===== config.mk =====
export PLATFORM = sky130hd
export DESIGN_NAME = pss_selector
export DESIGN_NICKNAME = d
export VERILOG_FILES = /design/src/hdl/pss_pkg.sv /design/src/hdl/pss_selector.sv
export VERILOG_INCLUDE_DIRS = /design/src /design/src/hdl
export SDC_FILE = /design/constraint.sdc
export NUM_CORES = 1
export LEC_CHECK = 0
export ABC_AREA = 0
export BUFFER_PORTS_ARGS = -buffer_cell sky130_fd_sc_hd__buf_2
export CORE_MARGIN = 2
export CORE_UTILIZATION = 45
export CTS_CLUSTER_DIAMETER = 150
export CTS_CLUSTER_SIZE = 8
export DETAILED_ROUTE_END_ITERATION = 8
export HOLD_SLACK_MARGIN = 0.06
export MAX_ROUTING_LAYER = met4
export SLEW_MARGIN = 20
export SYNTH_ARGS = -nofsm -noshare
export SYNTH_HDL_FRONTEND = slang
export SYNTH_SLANG_ARGS = --single-unit

===== constraint.sdc =====
create_clock -name clock -period 11.1 [get_ports clock]
set_input_delay 1.665 -clock clock [delete_from_list [all_inputs] [get_ports clock]]
set_output_delay 1.665 -clock clock [all_outputs]
set_load 0.03 [all_outputs]

===== src/hdl/pss_defs.svh =====
// Purpose: constants for the position selector switch
// Assumes: 25 MHz clock, all offsets are byte addresses
// Notes: included by the testbench and the design
`ifndef PSS_DEFS_SVH
`define PSS_DEFS_SVH
`define PSS_CLK_HZ 25000000
`define PSS_MS_CYC (`PSS_CLK_HZ / 1000)
`define PSS_ALARM_MS 3000
`define PSS_CTRL_OFS 8'h00
`define PSS_STAT_OFS 8'h04
`define PSS_EVT_OFS 8'h08
`define PSS_NV_OFS 8'h0C
`define PSS_CTRL_RST 32'h0000_1307
`define PSS_NV_RST 32'h0000_0000
`define PSS_TOP_LSB 0
`define PSS_INCACK_BIT 3
`define PSS_CODEACK_BIT 4
`define PSS_SYNC_BIT 5
`define PSS_EVEN_BIT 6
`define PSS_TMO_LSB 8
`endif


===== src/hdl/pss_pkg.sv =====
// Purpose: types for the position selector switch
// Assumes: pss_defs.svh holds the numbers
// Notes: none
package pss_pkg;
	typedef struct packed {
		logic [15:0] timeoutMs;
		logic evtEnable;
		logic syncPowerUp;
		logic codeConfirmMode;
		logic incConfirmMode;
		logic [2:0] topPos;
	} pss_cfg_s;
	typedef enum logic [1:0] {
		IDLE = 2'b00,
		INC_SEQ = 2'b01,
		CODE_SEQ = 2'b10
	} pss_state_e;
	typedef enum logic [1:0] {
		EV_NONE = 2'b00,
		EV_CHANGE = 2'b01,
		EV_INC_ALARM = 2'b10,
		EV_CODE_ALARM = 2'b11
	} pss_evt_e;
endpackage


===== src/hdl/pss_selector.sv =====
// Purpose: multi-position selector replacing a rotary switch
// Assumes: control inputs synchronous to clock; APB register access
// Notes: stored word and settings are kept through rst_n;
// the power-up action runs once after each release
// Overview of operation
// - top position bounds selector, wraps to 1
// - code out of range: no change, 3 s alarm
// - increment timeout mode applies after inactivity
// - only increment edges or code changes on the running path restart the timeout
// - confirm mode: no confirm before timeout discards
// - unconfirmed increment selection pulses alarm 3 s
// - increment rising edge advances preselection with wrap
// - increment edge restarts timer, flags pending change
// - increment confirm edge applies; ignored in timeout
// - code is unsigned binary, bit 2 MSB
// - all-zero code does nothing except restart the code-path timeout
// - code timeout mode applies after last change
// - code confirm edge applies; ignored in timeout
// - the two paths lock each other out
// - unconfirmed code selection pulses alarm 3 s
// - each confirm input acts on its own path
// - position stored; restore mode reloads it
// - synchronize mode applies code at power-up
// - sync with bad code gives 0 and alarm
// - restore with bad stored value: 0, alarm
// - log changes and both unconfirmed alarms
// - step by increment or set by code
`timescale 1ns/10ps
`include "pss_defs.svh"
module pss_selector (
	input wire logic clock,
	input wire logic rst_n,
	input wire logic psel,
	input wire logic penable,
	input wire logic pwrite,
	input wire logic [7:0] paddr,
	input wire logic [31:0] pwdata,
	output logic [31:0] prdata,
	output logic pready,
	output logic pslverr,
	input wire logic increment,
	input wire logic increment_confirm,
	input wire logic code_bit_0,
	input wire logic code_bit_1,
	input wire logic code_bit_2,
	input wire logic code_confirm,
	output logic [7:1] positionOut,
	output logic [2:0] positionCode,
	output logic pendingChange,
	output logic [2:0] pendingFrom,
	output logic [2:0] pendingTo,
	output logic selector_alarm,
	output logic increment_unconfirmed_alarm,
	output logic code_unconfirmed_alarm,
	output logic startup_alarm,
	output pss_pkg::pss_evt_e eventKind,
	output logic eventStrobe
);
	import pss_pkg::*;

	////////////////////////////////////////////////////////////////////
	// registers and bus
	// settings and stored word keep their contents through rst_n
	// timeout field moves down from bit 8 to struct bit 7
	pss_cfg_s cfg_reg = pss_cfg_s'(23'(
		((`PSS_CTRL_RST >> 1) & 32'h007F_FF80) |
		(`PSS_CTRL_RST & 32'h0000_007F)));
	logic [2:0] nv_reg = 3'(`PSS_NV_RST);
	logic [2:0] pos_reg, pos_next;
	logic [2:0] pre_reg, pre_next;
	pss_state_e state_reg, state_next;
	logic [15:0] cyc_reg;
	logic [15:0] ms_reg;
	logic [11:0] alarmCnt_reg [0:2];
	logic [2:0] alarmFire;
	logic [2:0] lastFrom_reg, lastTo_reg;
	logic [1:0] lastEvt_reg;
	logic [7:0] evtCount_reg;
	logic startup_reg;
	logic powered_reg;
	logic incPrev_reg, incAckPrev_reg, codeAckPrev_reg;
	logic [2:0] codePrev_reg;
	logic [31:0] cfgWord;
	logic apply, incAlarm, codeAlarm, rangeAlarm, restartTimer;

	wire apbWrite = psel && penable && pwrite;
	wire selCtrl = paddr == `PSS_CTRL_OFS;
	wire selStat = paddr == `PSS_STAT_OFS;
	wire selEvt = paddr == `PSS_EVT_OFS;
	wire selNv = paddr == `PSS_NV_OFS;
	wire mapped = selCtrl || selStat || selEvt || selNv;
	assign cfgWord = {8'h00, cfg_reg.timeoutMs, 1'b0,
		cfg_reg.evtEnable,
		cfg_reg.syncPowerUp,
		cfg_reg.codeConfirmMode,
		cfg_reg.incConfirmMode,
		cfg_reg.topPos};
	assign pready = 1'b1;
	assign pslverr = psel && penable && !mapped;
	wire [31:0] statWord = {16'h0000, 4'h0,
		startup_reg,
		state_reg,
		pre_reg,
		1'b0,
		pos_reg,
		2'h0};
	wire [31:0] evtWord = {16'h0000,
		evtCount_reg,
		lastEvt_reg,
		lastFrom_reg,
		lastTo_reg};
	wire [31:0] rdMux = selCtrl ? cfgWord :
		selStat ? statWord :
		selEvt ? evtWord :
		selNv ? {29'h0, nv_reg} :
		32'h0000_0000;

	always_ff @(posedge clock) begin
		if (!rst_n) begin
			prdata <= 32'h0000_0000;
		end else if (psel && !penable) begin
			prdata <= rdMux;
		end
	end

	always_ff @(posedge clock) begin
		if (rst_n && apbWrite && selCtrl) begin
			cfg_reg <= pss_cfg_s'({pwdata[`PSS_TMO_LSB +: 16],
				pwdata[6:0]});
		end
	end

	////////////////////////////////////////////////////////////////////
	// input sampling and millisecond tick
	wire [2:0] code = {code_bit_2, code_bit_1, code_bit_0};
	wire incRise = increment && !incPrev_reg;
	wire incAckRise = increment_confirm && !incAckPrev_reg;
	wire codeAckRise = code_confirm && !codeAckPrev_reg;
	// no code change is seen on the power-up edge
	wire codeChange = powered_reg && code != codePrev_reg;
	// one tick per millisecond
	wire msTick = cyc_reg == 16'(`PSS_MS_CYC - 1);
	wire codeValid = code != 3'h0 && code <= cfg_reg.topPos;
	wire timedOut = ms_reg >= cfg_reg.timeoutMs;
	wire [2:0] preInc = (pre_reg >= cfg_reg.topPos) ? 3'h1 :
		pre_reg + 3'h1;

	always_ff @(posedge clock) begin
		if (!rst_n) begin
			incPrev_reg <= 1'b0;
			incAckPrev_reg <= 1'b0;
			codeAckPrev_reg <= 1'b0;
			codePrev_reg <= 3'h0;
			cyc_reg <= 16'h0000;
		end else begin
			incPrev_reg <= increment;
			incAckPrev_reg <= increment_confirm;
			codeAckPrev_reg <= code_confirm;
			codePrev_reg <= code;
			// timeout counts whole ms from the last activity
			cyc_reg <= (msTick || restartTimer) ? 16'h0000 :
				cyc_reg + 16'h0001;
		end
	end

	////////////////////////////////////////////////////////////////////
	// sequence state machine
	// confirm beats timeout when both land in one cycle

	always_comb begin
		state_next = state_reg;
		pre_next = pre_reg;
		apply = 1'b0;
		incAlarm = 1'b0;
		codeAlarm = 1'b0;
		rangeAlarm = 1'b0;
		restartTimer = 1'b0;
		unique case (state_reg)
			IDLE: begin
				if (incRise) begin
					state_next = INC_SEQ;
					pre_next = (pos_reg >= cfg_reg.topPos) ? 3'h1 :
						pos_reg + 3'h1;
					restartTimer = 1'b1;
				end else if (codeChange && code != 3'h0) begin
					if (codeValid) begin
						state_next = CODE_SEQ;
						pre_next = code;
						restartTimer = 1'b1;
					end else begin
						rangeAlarm = 1'b1;
					end
				end
			end
			INC_SEQ: begin
				if (incRise) begin
					pre_next = preInc;
					restartTimer = 1'b1;
				end else if (cfg_reg.incConfirmMode && incAckRise) begin
					apply = 1'b1;
					state_next = IDLE;
				end else if (timedOut) begin
					state_next = IDLE;
					if (cfg_reg.incConfirmMode) begin
						incAlarm = 1'b1;
					end else begin
						apply = 1'b1;
					end
				end
			end
			CODE_SEQ: begin
				if (codeChange) begin
					restartTimer = 1'b1;
					if (codeValid) begin
						pre_next = code;
					end else if (code != 3'h0) begin
						rangeAlarm = 1'b1;
					end
				end else if (cfg_reg.codeConfirmMode && codeAckRise) begin
					apply = 1'b1;
					state_next = IDLE;
				end else if (timedOut) begin
					state_next = IDLE;
					if (cfg_reg.codeConfirmMode) begin
						codeAlarm = 1'b1;
					end else begin
						apply = 1'b1;
					end
				end
			end
			default: begin
				state_next = IDLE;
			end
		endcase
	end

	assign pos_next = apply ? pre_reg : pos_reg;

	// timer halts once expired, so it cannot wrap
	always_ff @(posedge clock) begin
		if (!rst_n) begin
			state_reg <= IDLE;
			pre_reg <= 3'h0;
			ms_reg <= 16'h0000;
		end else begin
			state_reg <= state_next;
			pre_reg <= pre_next;
			if (restartTimer) begin
				ms_reg <= 16'h0000;
			end else if (msTick && !timedOut) begin
				ms_reg <= ms_reg + 16'h0001;
			end
		end
	end

	////////////////////////////////////////////////////////////////////
	// position, power-up and storage
	wire nvValid = nv_reg != 3'h0 && nv_reg <= cfg_reg.topPos;

	// first edge after release runs the power-up action
	always_ff @(posedge clock) begin
		if (!rst_n) begin
			pos_reg <= 3'h0;
			powered_reg <= 1'b0;
			startup_reg <= 1'b0;
		end else if (!powered_reg) begin
			powered_reg <= 1'b1;
			if (cfg_reg.syncPowerUp) begin
				pos_reg <= codeValid ? code : 3'h0;
				startup_reg <= !codeValid;
			end else begin
				pos_reg <= nvValid ? nv_reg : 3'h0;
				startup_reg <= !nvValid;
			end
		end else begin
			pos_reg <= pos_next;
			if (apply) begin
				startup_reg <= 1'b0;
			end
		end
	end

	// stored word survives rst_n; only a bus write or an apply moves it
	always_ff @(posedge clock) begin
		if (apply) begin
			nv_reg <= pre_reg;
		end else if (rst_n && apbWrite && selNv) begin
			nv_reg <= pwdata[2:0];
		end
	end

	////////////////////////////////////////////////////////////////////
	// outputs
	// position 0 drives no output
	genvar gi;
	generate
		for (gi = 1; gi <= 7; gi++) begin : g_pos
			always_ff @(posedge clock) begin
				if (!rst_n) begin
					positionOut[gi] <= 1'b0;
				end else begin
					positionOut[gi] <= pos_reg == 3'(gi);
				end
			end
		end
	endgenerate

	// alarm counters: 0 range, 1 step, 2 code
	// a new alarm restarts its full span
	assign alarmFire = {codeAlarm, incAlarm, rangeAlarm};
	generate
		for (gi = 0; gi < 3; gi++) begin : g_alarm
			always_ff @(posedge clock) begin
				if (!rst_n) begin
					alarmCnt_reg[gi] <= 12'h000;
				end else if (alarmFire[gi]) begin
					alarmCnt_reg[gi] <= 12'(`PSS_ALARM_MS);
				end else if (msTick && alarmCnt_reg[gi] != 12'h000) begin
					alarmCnt_reg[gi] <= alarmCnt_reg[gi] - 12'h001;
				end
			end
		end
	endgenerate

	// events carry the position before and after
	wire logEvt = cfg_reg.evtEnable && (apply || incAlarm || codeAlarm);
	wire [1:0] evtCode = apply ? EV_CHANGE : incAlarm ? EV_INC_ALARM :
		EV_CODE_ALARM;

	always_ff @(posedge clock) begin
		if (!rst_n) begin
			positionCode <= 3'h0;
			pendingChange <= 1'b0;
			pendingFrom <= 3'h0;
			pendingTo <= 3'h0;
			selector_alarm <= 1'b0;
			increment_unconfirmed_alarm <= 1'b0;
			code_unconfirmed_alarm <= 1'b0;
			startup_alarm <= 1'b0;
			eventKind <= EV_NONE;
			eventStrobe <= 1'b0;
			lastEvt_reg <= 2'h0;
			lastFrom_reg <= 3'h0;
			lastTo_reg <= 3'h0;
			evtCount_reg <= 8'h00;
		end else begin
			positionCode <= pos_reg;
			pendingChange <= state_next == INC_SEQ && incRise;
			if (state_next == INC_SEQ && incRise) begin
				pendingFrom <= pos_reg;
				pendingTo <= pre_next;
			end
			selector_alarm <= alarmCnt_reg[0] != 12'h000;
			increment_unconfirmed_alarm <= alarmCnt_reg[1] != 12'h000;
			code_unconfirmed_alarm <= alarmCnt_reg[2] != 12'h000;
			startup_alarm <= startup_reg;
			eventStrobe <= logEvt;
			eventKind <= logEvt ? pss_evt_e'(evtCode) : EV_NONE;
			if (logEvt) begin
				lastEvt_reg <= evtCode;
				lastFrom_reg <= pos_reg;
				lastTo_reg <= pre_reg;
				evtCount_reg <= evtCount_reg + 8'h01;
			end
		end
	end
endmodule

# [After elaboration in Yosys (flattened, before gate mapping)]
# Memories as Yosys holds them, arrays and structs flattened.
# Cells that the tools add are included.
[totals] regBits=146 latchBits=0 mem_bits_rw=36 rom_bits=0 output_inout_bits=58 word_cells=218 mem_count=1
[memory_table] name="alarmCnt_reg" depth=3 width=12 rd=3 rd_clocked_by_memory_dff=0 wr=3 line="pss_selector.sv:74" rtl="logic [11:0] alarmCnt_reg [0:2];"
[classes] addsub=8 mul=0 div=0 order_cmp=5 n_eq_ne=16 n_shift=0 n_mux=94 bitwise_logic=7 n_reduce_logical=47
[op_table] operator="12-bit two-way mux" n=6
[op_table] operator="1-bit two-way mux" n=56
[op_table] operator="3-bit two-way mux" n=15
[op_table] operator="12-bit nonzero test" n=3
[op_table] operator="12-bit by 1-bit subtractor with 12-bit output (second input constant)" n=3
[op_table] operator="16-bit by 1-bit adder with 16-bit output (second input constant)" n=2
[op_table] operator="16-bit two-way mux" n=2
[op_table] operator="24-bit two-way mux" n=1
[op_table] operator="1-bit logical AND" n=22
[op_table] operator="2-bit two-way mux" n=9
[op_table] operator="16-bit by 15-bit == test with 1-bit output (second input constant)" n=1
[op_table] operator="8-bit by 4-bit == test with 1-bit output (second input constant)" n=2
[op_table] operator="16-bit greater-or-equal comparator" n=1
[op_table] operator="3-bit == test (second input constant)" n=4
[op_table] operator="3-bit case mux with 3 select lines" n=1
[op_table] operator="8-bit by 1-bit adder with 8-bit output (second input constant)" n=1
[op_table] operator="8-bit by 3-bit == test with 1-bit output (second input constant)" n=1
[op_table] operator="1-bit zero test" n=8
[op_table] operator="8-bit zero test" n=1
[op_table] operator="3-bit by 1-bit adder with 3-bit output (second input constant)" n=2
[op_table] operator="3-bit by 2-bit == test with 1-bit output (second input constant)" n=2
[op_table] operator="3-bit greater-or-equal comparator" n=2
[op_table] operator="3-bit less-or-equal comparator" n=2
[op_table] operator="1-bit logical OR" n=6
[op_table] operator="15 further kinds" n=24

# [Longest topological paths before layout]
[depth] depth_word=11 mapped_depth=11

# [Least setup slack after synthesis]
# OpenSTA, ideal clock, no wires.
[synth_timing] kind="input to register" startpoint="in rst_n" endpoint="reg cfg_reg (netlist bit cfgWord[0]), enable pin" arrival_time_ns=4.578 required_ns=10.639 slack_ns=6.061 cell_stages=4 cell_sequence="clkbuf_1 clkbuf_1 nand4_1 nor4_1"
[synth_via] elab_chain_cells=2
[synth_lines] element="from (decl)" line="pss_selector.sv:32" rtl="input wire logic rst_n,"
[synth_lines] element="1-bit logical AND (2 in series)" line="pss_selector.sv:127" rtl="if (rst_n && apbWrite && selCtrl) begin"
[synth_lines] element="to (signal assigned)" line="pss_selector.sv:128" rtl="cfg_reg <= pss_cfg_s'({pwdata[`PSS_TMO_LSB +: 16],"
[synth_lines] element="to (decl)" line="pss_selector.sv:65" rtl="pss_cfg_s cfg_reg = pss_cfg_s'(23'("
# No other way between the ends.
# A chain may end at the register's enable or synchronous reset.

# [Final worst setup path]
[layout_timing] startpoint="in paddr[5]" endpoint="out pslverr"
[layout_via] elab_chain_cells=6
[layout_lines] element="from (decl)" line="pss_selector.sv:36" rtl="input wire logic [7:0] paddr,"
[layout_lines] element="8-bit by 3-bit == test with 1-bit output (no line) / 8-bit zero test (equally long branches)"
[layout_lines] element="1-bit logical OR (2 in series)" line="pss_selector.sv:91" rtl="wire mapped = selCtrl || selStat || selEvt || selNv;"
[layout_lines] element="1-bit logical OR *" line="pss_selector.sv:91"
[layout_lines] element="1-bit zero test *" line="pss_selector.sv:99" rtl="assign pslverr = psel && penable && !mapped;"
[layout_lines] element="1-bit logical AND *" line="pss_selector.sv:99"
[layout_lines] element="to (decl)" line="pss_selector.sv:40" rtl="output logic pslverr,"
# Mark *: on every way between the ends. The rest lies on a longest branch, timed or not.

==> out/qor.txt <==
Outcome - finished, final reports clean
Number of synthesized flops with an enable pin - 62
CP Class - in2out
Design area - 9800 sq um
Clock network power share - 0.429
Gr usage total - 0.201
Min Tclk post-route - 4380 ps
Crit path arrival time - 2710 ps
# IOs - 109
Register area share after synthesis - 0.477
Commonest non-fill, non-tap cell in the layout - dfxtp_1
Antenna Nets Post-Route - 0
Core Area - 18700 sq um
Worst Hold Class - reg2reg
Worst hold slack - 458 ps
Routed length per placed instance - 15.7 um
Detailed-route via count - 6257
Residual DRC - 0
Final period util - 0.394
# hold bufs at CTS - 0
Fin. Hold Viols - 0
Actual slew at the worst max-slew pin - 850 ps
Sequential fraction of design power - 0.488
Setup-failing EPs final - 0
Pin count of the biggest net entering global routing - 80
CTS buffer count - 17
P_sw - 346 uW
Fin Clk Skew - 26.8 ps
Critical Path Source Type - primary input
Sw frac - 0.244
Slew headroom - 0.429
Gpl congestion - 0.823
H-tree depth - 4
Mapped cell area - 8600 sq um
Fmax - 228 MHz
Pre-Repair DR Iteration Count - 5
Hold path startpoint - prdata[19]
Post-CTS Setup Repair Bufs - 0
Buffer depth of the longest clock path - 2
Synth warnings - 0
Internal power - 1070 uW
Synthesized flop and latch total - 174
Antenna violations before repair - 0
Clock Latency Late Sink - 440 ps
Number of gates resized after cts - 0
Die ar. - 20200 sq um
Syn-to-layout area delta - 14.0%
Number of DRC markers in iteration 0 - 363
Worst r2r src - cfgWord[21]
Chip Width - 142 um
First-pass GRT wire length - 31200 um
Placed cell area - 9200 sq um
RSZ-0062 raised after global routing - no
Die Ht - 142 um
Drt total wl - 18900 um
Netlist cell types - 67
Final WS setup - 6720 ps
Fraction of registers with async set/reset - 0
Crit path launch - paddr[5]
I/O Buffers - 90
Mapped Cells - 872
FP Rows - 50
Layout cells sized above 1 - 0.154
MaxCap Viol Count - 0
VDD IR max - 0.109 mV
WP data required - 9440 ps
Pre-CTS setup slack - 6730 ps
Grt total ovfl - 0
# diodes - 0
Largest register FFs - 36
Nets - 1050
Vias per cell - 5.22
Max-slew violations - 0
Maximum net fanout on the critical path - 8
Clock slew at reported path FFs - 70 ps
# fillers - 1731
Vias in the first global route - 6081
Avg Cell Area, Syn - 9.86 sq um
Hpwl dp - 13300 um
Pwr dens - 145 nW/um^2
Initial Util - 0.460
Top_reg_cell synth - dfxtp_1
CTS tree - done
Most frequent cells in the layout - 112 x dfxtp_1, 90 x buf_2, 81 x nand2_1
Num Clock Sinks - 174
CP Capture Type - primary output
Comb power frac - 0.083
Leakage power total - 0.00417 uW
CTS Root Cell - clkbuf_16
Setup TNS - 0 ps
[power by group through the flow]
stage / clock [uW] / combinational (uW) / sequential, uW
finish: 608 / 117 / 692
global placement: 0 / 116 / 706
CTS: 621 / 118 / 692
detailed placement: 0 / 117 / 706
global route: 645 / 131 / 694
floorplan: 0 / 79.9 / 709
[Yosys cell counts (all sizes together), types with 4 or more instances]
library cell | count | area share
a21o | 7 | 0.0063
a21oi | 34 | 0.020
ha | 47 | 0.068
nand3b | 5 | 0.0058
mux2 | 4 | 0.0065
o211ai | 4 | 0.0035
xnor2 | 21 | 0.021
mux2i | 32 | 0.037
inv | 46 | 0.020
o21a | 6 | 0.0052
clkbuf | 20 | 0.0087
and2 | 18 | 0.013
buf | 20 | 0.016
nor2 | 71 | 0.032
edfxtp | 62 | 0.22
and3 | 23 | 0.017
a22oi | 11 | 0.0096
nand4 | 12 | 0.0087
o21ai | 45 | 0.026
nor2b | 30 | 0.022
nor3 | 18 | 0.010
o31ai | 4 | 0.0051
a31oi | 4 | 0.0029
xor2 | 41 | 0.042
or3 | 9 | 0.0083
nand2b | 18 | 0.013
nor4 | 5 | 0.0036
nand2 | 81 | 0.035
nand3 | 25 | 0.015
dfxtp | 112 | 0.26
[cell families (layout without fill, tap and decap cells)]
kind of cell               Yosys count  after routing  share of synthesized area
muxes                               36             36                     0.0438
adders and majority gates           47             47                     0.0684
buffers and inverters               86            172                     0.0451
and+or+nand+nor                    325            325                      0.194
AOI/OAI and AO/OA                  140            140                      0.108
other                                2              9                   0.000874
DFF                                174            174                      0.477
xor gates and xnor gates            62             62                     0.0632
[worst paths after layout]
path                              to  slack, ps  cells after the start
setup / recovery             pslverr       6720                      5
hold / removal            prdata[19]        460                      2
setup reg to reg  alarmCnt_reg[2][6]       7850                      9
hold reg to reg           prdata[19]        460                      2
[through the flow]
step,utilization,power [uW],instances
6_report,0.524,1420,1199
3_5_place_dp,0.492,823,1167
4_1_cts,0.524,1430,1199
3_3_place_gp,0.491,822,1167
2_1_floorplan,-,789,879
5_1_grt,0.524,1470,1199
[layer usage]
metal / GRT usage / vias up / wire length, um
met2: 0.317 / 103 / 8790
met3: 0.0404 / 4 / 581
met5: - / - / 0
met4: 0.0458 / 0 / 75
li1: - / 3187 / -
met1: 0.269 / 2963 / 9410
[worst max-delay path: stages]
cell	delay [ps]
buf_2	100
nor4_1	250
nand2_1	260
and3_1	270
buf_2	170
[cell type report]
cell class,count,area [sq um],share of cell area
Inverter,46,173,0.0176
Multi-Input combinational cell,619,4150,0.423
Tap cell,234,293,0.0299
Clock buffer,21,470,0.0480
Clock inverter,11,130,0.0133
Timing Repair Buffer,94,480,0.0490
Sequential cell,174,4100,0.419
Note: power is estimated with default switching activity, not from simulation.
